`src/shared/pcicsr_regs.svh`:
```
`ifndef PCICSR_REGS_SVH
`define PCICSR_REGS_SVH
// configuration offsets (byte addresses in config space)
`define PCICSR_OFS_COMMAND 8'h04
`define PCICSR_OFS_STATUS 8'h06
// reset values
`define PCICSR_CMD_RESET 16'h0000
`define PCICSR_STS_RESET 16'h0210
// command writable mask: bits 8,6,5,2,1,0
`define PCICSR_CMD_WMASK 16'h0167
// status clearable mask: bits 15..11 and 8
`define PCICSR_STS_CMASK 16'hF900
// status fixed bits: timing 01b at 10..9, capability list at 4
`define PCICSR_STS_FIXED 16'h0210
// command field positions
`define PCICSR_CMD_IO 0
`define PCICSR_CMD_MEM 1
`define PCICSR_CMD_INIT 2
`define PCICSR_CMD_SNOOP 5
`define PCICSR_CMD_PAR 6
`define PCICSR_CMD_SERR 8
// status field positions
`define PCICSR_STS_MDPE 8
`define PCICSR_STS_TAS 11
`define PCICSR_STS_TAR 12
`define PCICSR_STS_MAR 13
`define PCICSR_STS_SSE 14
`define PCICSR_STS_DPE 15
`endif

```
`src/shared/pcicsr_pkg.sv`:
```
package pcicsr_pkg;
	// error events from the cycle engine, one-cycle pulses
	typedef struct packed {
		logic addrParity;
		logic dataParity;
		logic perrSeenAsMaster;
		logic masterAbort;
		logic targetAbortRcvd;
		logic targetAbortSent;
	} pcicsr_events_t;
	// enables handed to the cycle engine
	typedef struct packed {
		logic ioSpaceEnable;
		logic memorySpaceEnable;
		logic initiatorEnable;
		logic paletteSnoopEnable;
		logic parityResponseEnable;
		logic systemErrorDriveEnable;
	} pcicsr_enables_t;
endpackage : pcicsr_pkg

```
`src/pcicsr_regs.sv`:
```
`include "pcicsr_regs.svh"
// Summary of operation
// - command bits 15-10 read zero, ignore writes
// - back-to-back enable bit 9 reads zero
// - bit 8 enables system-error driver, resets 0
// - address parity reports system error if 8,6
// - stepping bit 7 hardwired zero
// - bit 6 selects parity error response
// - bit 5 enables palette snooping, not claiming
// - write-invalidate bit 4 hardwired zero
// - special-cycle bit 3 zero, never responds
// - bit 2 allows bus initiator use
// - bit 1 allows memory cycle claiming
// - bit 0 allows I/O cycle claiming
// - command resets zero, writable 8,6,5,2,1,0
// - write one clears status, reads harmless
// - status resets 0210h, clearable 15-11,8
// - parity sets 15, signaled error sets 14
// - aborts set status bits 13, 12, 11
// - bit 8 set on master PERR, parity on
// - timing 01b, capability bit 4 reads one
module pcicsr_regs
(
	input wire logic clk,
	input wire logic reset_n,
	input wire logic cfgWrite, // config write strobe, one cycle
	input wire logic [7:0] cfgAddr, // dword-aligned config byte address
	input wire logic [3:0] cfgByteEn, // byte lanes of the dword
	input wire logic [31:0] cfgWriteData, // write data
	output logic [31:0] cfgReadData, // command low, status high
	input wire pcicsr_pkg::pcicsr_events_t events, // engine error pulses
	output pcicsr_pkg::pcicsr_enables_t enables, // decoded enables
	output logic systemErrorAssert, // request engine to drive SERR
	output logic parityErrorAssert // request engine to drive PERR
);

	////////////////////////////////////////////////////////////////////
	// reset release
	logic resetSync1; // first stage, read only by second
	logic resetSync2; // synchronised reset, active low
	// async assert, clean release against clk
	always_ff @(posedge clk or negedge reset_n)
	begin
		if (!reset_n)
		begin
			resetSync1 <= 1'b0;
			resetSync2 <= 1'b0;
		end
		else
		begin
			resetSync1 <= 1'b1;
			resetSync2 <= resetSync1;
		end
	end

	////////////////////////////////////////////////////////////////////
	// storage
	logic [15:0] command; // only writable bits ever become set
	logic [15:0] statusFlags; // only clearable bits ever become set
	logic hitDword; // access targets the command/status dword
	logic [15:0] cmdWrMask; // byte-lane mask for the command half
	logic [15:0] stsWrMask; // byte-lane mask for the status half
	logic [15:0] stsSet; // hardware set requests
	logic [15:0] stsClr; // software clear requests

	// expand byte enables of one half-word into a bit mask
	function automatic logic [15:0] lanes(input logic [1:0] be);
		lanes = {{8{be[1]}}, {8{be[0]}}};
	endfunction : lanes

	assign hitDword = cfgWrite && (cfgAddr == `PCICSR_OFS_COMMAND);
	assign cmdWrMask = hitDword ? lanes(cfgByteEn[1:0]) : 16'h0000;
	assign stsWrMask = hitDword ? lanes(cfgByteEn[3:2]) : 16'h0000;

	////////////////////////////////////////////////////////////////////
	// command register
	// hardwired bits never load, so they read zero forever
	always_ff @(posedge clk or negedge resetSync2)
	begin
		if (!resetSync2)
			command <= `PCICSR_CMD_RESET;
		else
			command <= (command & ~(cmdWrMask & `PCICSR_CMD_WMASK)) |
				(cfgWriteData[15:0] & cmdWrMask & `PCICSR_CMD_WMASK);
	end

	////////////////////////////////////////////////////////////////////
	// error responses
	// address parity raises SERR only with both enables
	assign systemErrorAssert = events.addrParity &&
		command[`PCICSR_CMD_SERR] && command[`PCICSR_CMD_PAR];
	// data parity drives PERR only with parity response on
	assign parityErrorAssert = events.dataParity &&
		command[`PCICSR_CMD_PAR];

	////////////////////////////////////////////////////////////////////
	// status flags
	// set terms per clearable bit; set wins over a same-cycle clear
	always_comb
	begin
		stsSet = 16'h0000;
		stsSet[`PCICSR_STS_DPE] = events.addrParity ||
			events.dataParity;
		stsSet[`PCICSR_STS_SSE] = systemErrorAssert;
		stsSet[`PCICSR_STS_MAR] = events.masterAbort;
		stsSet[`PCICSR_STS_TAR] = events.targetAbortRcvd;
		stsSet[`PCICSR_STS_TAS] = events.targetAbortSent;
		stsSet[`PCICSR_STS_MDPE] = events.perrSeenAsMaster &&
			command[`PCICSR_CMD_PAR];
	end

	assign stsClr = cfgWriteData[31:16] & stsWrMask & `PCICSR_STS_CMASK;

	// write one clears, zero keeps; reads never touch the flags
	always_ff @(posedge clk or negedge resetSync2)
	begin
		if (!resetSync2)
			statusFlags <= 16'h0000;
		else
			statusFlags <= ((statusFlags & ~stsClr) | stsSet) &
				`PCICSR_STS_CMASK;
	end

	////////////////////////////////////////////////////////////////////
	// read data and enables
	// fixed status bits are ored in, never stored
	assign cfgReadData = {statusFlags | `PCICSR_STS_FIXED, command};

	// one driver for the whole struct keeps strict tools quiet
	assign enables = '{
		ioSpaceEnable: command[`PCICSR_CMD_IO],
		memorySpaceEnable: command[`PCICSR_CMD_MEM],
		initiatorEnable: command[`PCICSR_CMD_INIT],
		paletteSnoopEnable: command[`PCICSR_CMD_SNOOP],
		parityResponseEnable: command[`PCICSR_CMD_PAR],
		systemErrorDriveEnable: command[`PCICSR_CMD_SERR]
	};
endmodule : pcicsr_regs

```
`config.mk`:
```
export PLATFORM = sky130hd
export DESIGN_NAME = pcicsr_regs
export DESIGN_NICKNAME = d
export VERILOG_FILES = /design/src/shared/pcicsr_pkg.sv /design/src/pcicsr_regs.sv
export VERILOG_INCLUDE_DIRS = /design/src /design/src/shared
export SDC_FILE = /design/constraint.sdc
export NUM_CORES = 1
export LEC_CHECK = 0
export ABC_AREA = 0
export BUFFER_PORTS_ARGS = -buffer_cell sky130_fd_sc_hd__buf_2
export CAP_MARGIN = 10
export CORE_MARGIN = 5
export CORE_UTILIZATION = 34
export DETAILED_ROUTE_END_ITERATION = 16
export PLACE_DENSITY = 0.8
export SLEW_MARGIN = 20
export SYNTH_ARGS = -nofsm -noshare
export SYNTH_HDL_FRONTEND = slang
export SYNTH_SLANG_ARGS = --single-unit
```
`constraint.sdc`:
```
create_clock -name clk -period 0.8 [get_ports clk]
set_input_delay 0.04 -clock clk [delete_from_list [all_inputs] [get_ports clk]]
set_output_delay 0.04 -clock clk [all_outputs]
set_load 0.01 [all_outputs]
```
==> impl_metrics.env, run 1 <==
export IMPL_most_common_library_cell_in_the_layout_ignoring_fill_and_taps="buf_2"
export IMPL_hold_path_startpoint="cfgWriteData[8]"
export IMPL_ios=93
export IMPL_layout_area_seq_um2=350
export IMPL_critical_path_s_slowest_cell="or4_4"
export IMPL_via_per_inst=4.16
export IMPL_tritoncts_clock_tree="yes"
export IMPL_area_growth_pct=62.2
export IMPL_ctsLongestPathBuffers=2
export IMPL_per_cell_routed_wire_length_um=12.8
export IMPL_rr_worst_depth=2
export IMPL_cell_by_cell_listing_of_the_critical_path="buf_6, or4_4, or4_4, mux2_4"
export IMPL_synth_warning_count=0
export IMPL_die_w_um=59.7
export IMPL_die_area_mm2=0.00357
export IMPL_final_util_pct=56.6
export IMPL_place_hpwl_um=1800
export IMPL_max_stage_delay_ns=0.56
export IMPL_critical_path_endpoint_type="flip-flop"
export IMPL_worstPathArrival_ns=1.54
export IMPL_pwr_dens_mw_per_mm2=1190
export IMPL_finalSetupViolCount=32
export IMPL_critical_path_most_common_cell="or4_4"
export IMPL_cts_made_buffers=3
export IMPL_power_ir_vdd_worst_mv=0.802
export IMPL_postLayoutSetupSlackWorst_ns=-0.589
export IMPL_setup_worst_path_start="cfgAddr[5]"
export IMPL_design_power_total_mw=1.63
export IMPL_postSynthCellCount=80
export IMPL_port_buffer_count=51
export IMPL_initial_core_util_pct=34.9
export IMPL_height_of_the_chip_um=59.7
export IMPL_register_bit_count_reported_by_yosys=14
export IMPL_ctsRootBufferMaster="clkbuf_4"
export IMPL_drt_wl_total_um=2280
export IMPL_holdCritPathClass="in -> reg"
export IMPL_antenna_violating_nets_post_route=0
export IMPL_netlist_cell_type_count=20
export IMPL_final_max_slew_viols=0
export IMPL_synth_area_um2=841
export IMPL_timing_hold_worst_path_depth=2
export IMPL_cts_num_sinks=14
export IMPL_multiInputGateArea_um2=410
export IMPL_worstPathRequired_ns=0.95
export IMPL_final_cells=179
export IMPL_dp_cells=158
export IMPL_drt_iter0_markers=14
export IMPL_cts_htree_levels=1
export IMPL_vias=745
export IMPL_fin_skew_ns=0.00623
export IMPL_cap_viol_max_count=0
export IMPL_synth_seq_area_share_pct=41.7
export IMPL_drtPass1Iterations=3
export IMPL_layout_filler_cells=226
export IMPL_number_of_global_route_vias_before_repair=783
export IMPL_drive_above_1_share_pct=57.7
export IMPL_leakage_nw=0.768
export IMPL_final_min_period_ns=1.39
export IMPL_antenna_diode_count=0
export IMPL_min_period_over_period_pct=174
export IMPL_core_area_mm2=0.00241
export IMPL_wire_length_of_the_first_global_routing_pass_um=3440
export IMPL_grt_setup_unrepaired="yes"
export IMPL_grt_total_usage_pct=12.6
export IMPL_grt_antenna_before_repair=0
export IMPL_most_used_cells_in_the_layout_excluding_fill_and_tap_cells="buf_2, conb_1, dfrtp_1"
export IMPL_worst_skew_pair_late_latency_ns=0.27
export IMPL_path_clk_slew_ns=0.08
export IMPL_criticalPathCategory="in -> reg"
export IMPL_run_status="finished with violations"
export IMPL_grt_max_degree=9
export IMPL_place_congestion=0.741
export IMPL_globalRouteOverflowTotal=0
export IMPL_failed_checks="setup timing"
export IMPL_maximum_fanout_encountered_on_the_critical_timing_path=5
export IMPL_drc=0
export IMPL_synth_area_per_inst_um2=10.5
export IMPL_hold_viol=0
export IMPL_core_rowCount=18
export IMPL_maximum_frequency_from_static_timing_analysis_ghz=0.720
export IMPL_final_nets=203
export IMPL_post_place_ws_ns=-0.886
export IMPL_crit_path_start_kind="input port"
final cells by class:
| cell class | count | share of cell area, % |
|---|---|---|
| sequential | 14 | 25.7 |
| inverter | 2 | 0.550 |
| timing repair buffer | 76 | 38.3 |
| tap | 30 | 2.75 |
| multi-input combinational | 53 | 30.1 |
| clock buffer | 4 | 2.66 |
repair_timing:
item                                    4_1_cts  5_1_grt
hold buffers                                 10        1
resized for setup                            18        0
buffers inserted                              6        0
pin swaps                                     1        0
endpoints found under the setup margin       32       32
hold endpoints to repair                     10        1
worst max-delay path: cells and delay by family:
family / cells / cell delay, ns
buf+inv: 1 / 0.09
mux: 1 / 0.32
simple gates: 2 / 1.09
where the power goes:
part	total (mW)	internal (mW)	switching, mW
sequential	0.757	0.735	0.0225
clock	0.487	0.276	0.210
combinational	0.382	0.211	0.171
routing by layer:
| layer | up-vias | track usage (%) | routed length [um] |
|---|---|---|---|
| li1 | 356 | - | - |
| met1 | 342 | 13.2 | 725 |
| met2 | 47 | 24.7 | 1210 |
| met3 | 0 | 5.18 | 343 |
| met4 | 0 | 0 | 0 |
| met5 | - | 0 | 0 |
stage by stage:
step / TNS, ns / cell area, um^2 / hold WS (ns)
floorplan: -7.85 / 935 / -0.256
global placement: -9.03 / 1050 / -0.175
detailed placement: -9.33 / 1050 / -0.173
CTS: -7.59 / 1350 / 0.000630
global route: -8.39 / 1360 / 0.00546
finish: -7.37 / 1360 / 0.0157
Yosys cell counts (all sizes together):
cell,count,area (um^2)
nand2,8,30.0
mux2,6,86.3
or2b,1,8.76
conb,2,7.51
and3,1,6.26
clkbuf,2,7.51
or4,3,26.3
nor4,1,6.26
dfrtp,14,350
nand2b,4,25.0
o41ai,5,43.8
and2,1,6.26
inv,2,7.51
buf,28,211
or3b,1,8.76
a211o,1,8.76
final timing paths:
check,end,slack (ns)
worst max-delay path,flip-flop,-0.59
worst min-delay path,flip-flop,0.02
worst max register to register,flip-flop,-0.13
worst min register to register,async pin,0.07
max in group asynchronous,statusFlags[11],0.36
min in group asynchronous,async pin,0.07
cells by family (layout without fill, tap and decap cells):
kind of cell	after synthesis	count (layout)	synth area share [%]
mux	6	6	10.3
flops	14	14	41.7
compound gates	6	6	6.25
simple gates	20	20	14.0
buf+inv	32	82	26.9
other cells	2	21	0.893
Power figures use the tool's default switching activity.
==> run 2, diff against run 1 <==
TNS_END_PERCENT = 10   (was not set)
==> run 2 against run 1 <==
Effect of this change: the flow still finishes with violations (setup timing); total power is 1.2% higher; sequential cell count unchanged; register-to-register slack better by 0.07 ns; clock power increased by 5.7%; final cell count fell by 2.2%; core utilization decreased by 1.5 points; non-clock buffer count shrank 4; sequential power barely moved; global-route usage is 0.99 points higher; via count is 0.54% higher; clock skew shrank 0.0013 ns; routed wire length grew 2.7%.
==> impl_metrics.env, run 2 (same netlist as run 1, synthesis figures left out) <==
export IMPL_run_status="finished with violations"
export IMPL_failed_checks="setup timing"
export IMPL_area_growth_pct=57.9
export IMPL_grt_total_usage_pct=13.6
export IMPL_antenna_violating_nets_post_route=0
export IMPL_worstPathArrival_ns=1.51
export IMPL_maximum_fanout_encountered_on_the_critical_timing_path=5
export IMPL_fin_setup_tns_ns=-6.49
export IMPL_cts_num_sinks=14
export IMPL_design_power_total_mw=1.64
export IMPL_ctsRootBufferMaster="clkbuf_4"
export IMPL_drt_wl_total_um=2350
export IMPL_per_cell_routed_wire_length_um=13.4
export IMPL_post_cts_setup_buffer_count=0
export IMPL_drc=0
export IMPL_cts_made_buffers=3
export IMPL_power_ir_vdd_worst_mv=0.846
export IMPL_most_common_library_cell_in_the_layout_ignoring_fill_and_taps="buf_2"
export IMPL_finalHoldWorstSlack_ns=0.0737
export IMPL_criticalPathCategory="in -> reg"
export IMPL_core_area_mm2=0.00241
export IMPL_grt_setup_unrepaired="yes"
export IMPL_most_used_cells_in_the_layout_excluding_fill_and_tap_cells="buf_2, conb_1, dfrtp_1"
export IMPL_setup_reg_to_reg_worst_slack_ns=-0.06
export IMPL_vias=749
export IMPL_place_congestion=0.750
export IMPL_die_area_mm2=0.00357
export IMPL_crit_path_start_kind="input port"
export IMPL_ios=93
export IMPL_hold_viol=0
export IMPL_number_of_global_route_vias_before_repair=823
export IMPL_leakage_nw=0.724
export IMPL_cap_viol_max_count=0
export IMPL_min_period_over_period_pct=168
export IMPL_final_cells=175
export IMPL_via_per_inst=4.28
export IMPL_postLayoutSetupSlackWorst_ns=-0.542
export IMPL_tritoncts_clock_tree="yes"
export IMPL_die_w_um=59.7
export IMPL_holdCritPathClass="in -> reg"
export IMPL_final_min_period_ns=1.34
export IMPL_height_of_the_chip_um=59.7
export IMPL_port_buffer_count=51
export IMPL_finalSetupViolCount=32
export IMPL_pwr_dens_mw_per_mm2=1240
export IMPL_post_place_ws_ns=-0.910
export IMPL_design_area_mm2=0.00133
export IMPL_drtPass1Iterations=2
export IMPL_worstPathRequired_ns=0.97
export IMPL_antenna_diode_count=0
export IMPL_grt_antenna_before_repair=0
export IMPL_ctsLongestPathBuffers=2
export IMPL_wire_length_of_the_first_global_routing_pass_um=3680
export IMPL_critical_path_endpoint_type="flip-flop"
export IMPL_cts_htree_levels=1
export IMPL_initial_core_util_pct=34.9
export IMPL_worst_skew_pair_late_latency_ns=0.28
export IMPL_dp_cells=158
export IMPL_globalRouteOverflowTotal=0
export IMPL_place_hpwl_um=1830
export IMPL_final_util_pct=55.1
export IMPL_placement_cell_area_mm2=0.00106
export IMPL_final_nets=199
export IMPL_core_rowCount=18
export IMPL_path_clk_slew_ns=0.09
export IMPL_fin_skew_ns=0.00491
export IMPL_drive_above_1_share_pct=55.2
export IMPL_final_max_slew_viols=0
export IMPL_grt_max_degree=10
export IMPL_drt_iter0_markers=3
export IMPL_maximum_frequency_from_static_timing_analysis_ghz=0.745
[run 2: cell count changes in the layout (fill, tap and decap cells not counted), sizes merged]
| cell | before | now |
|---|---|---|
| buf | 65 | 59 |
| dlygate4sd3 | 11 | 13 |
[run 2: worst max-delay path: stages]
cell,delay (ns)
buf_6,0.09
or4_4,0.55
or4_4,0.51
mux2_4,0.32
[run 2: final timing paths]
kind	depth (start not counted)	startpoint	end
max in group asynchronous	1	resetSync2	async pin
worst max register to register	2	flip-flop	statusFlags[14]
min in group asynchronous	2	reset_n	resetSync1
worst min-delay path	4	cfgWriteData[28]	statusFlags[12]
worst min register to register	0	resetSync2	statusFlags[11]
worst max-delay path	4	cfgAddr[6]	flip-flop
[run 2: where the power goes]
part	switching [mW]	leakage, nW	internal [mW]
registers	0.0250	0.168	0.735
clock network	0.239	0.0210	0.277
logic	0.164	0.535	0.206
total	0.427	0.724	1.22
[run 2: repair_timing]
action | 4_1_cts | 5_1_grt
endpoints found under the hold margin | 13 | 0
hold buffers | 13 | 0
pin swaps | 5 | 4
endpoints found under the setup margin | 32 | 32
gates resized for setup | 11 | 5
[run 2: cell type report]
cell class	instances	area, um^2
fill	231	1080
timing repair buffer	72	493
multi-input combinational	53	403
sequential	14	350
tap	30	37.5
clock buffer	4	36.3
inverter	2	7.51
[run 2: routing by layer]
metal,vias to the layer above,part of all wire [%],track usage [%]
li1,351,-,-
met4,0,0,2.85
met1,348,36,15.4
met3,0,12,3.46
met5,-,0,0
met2,50,52,25.5
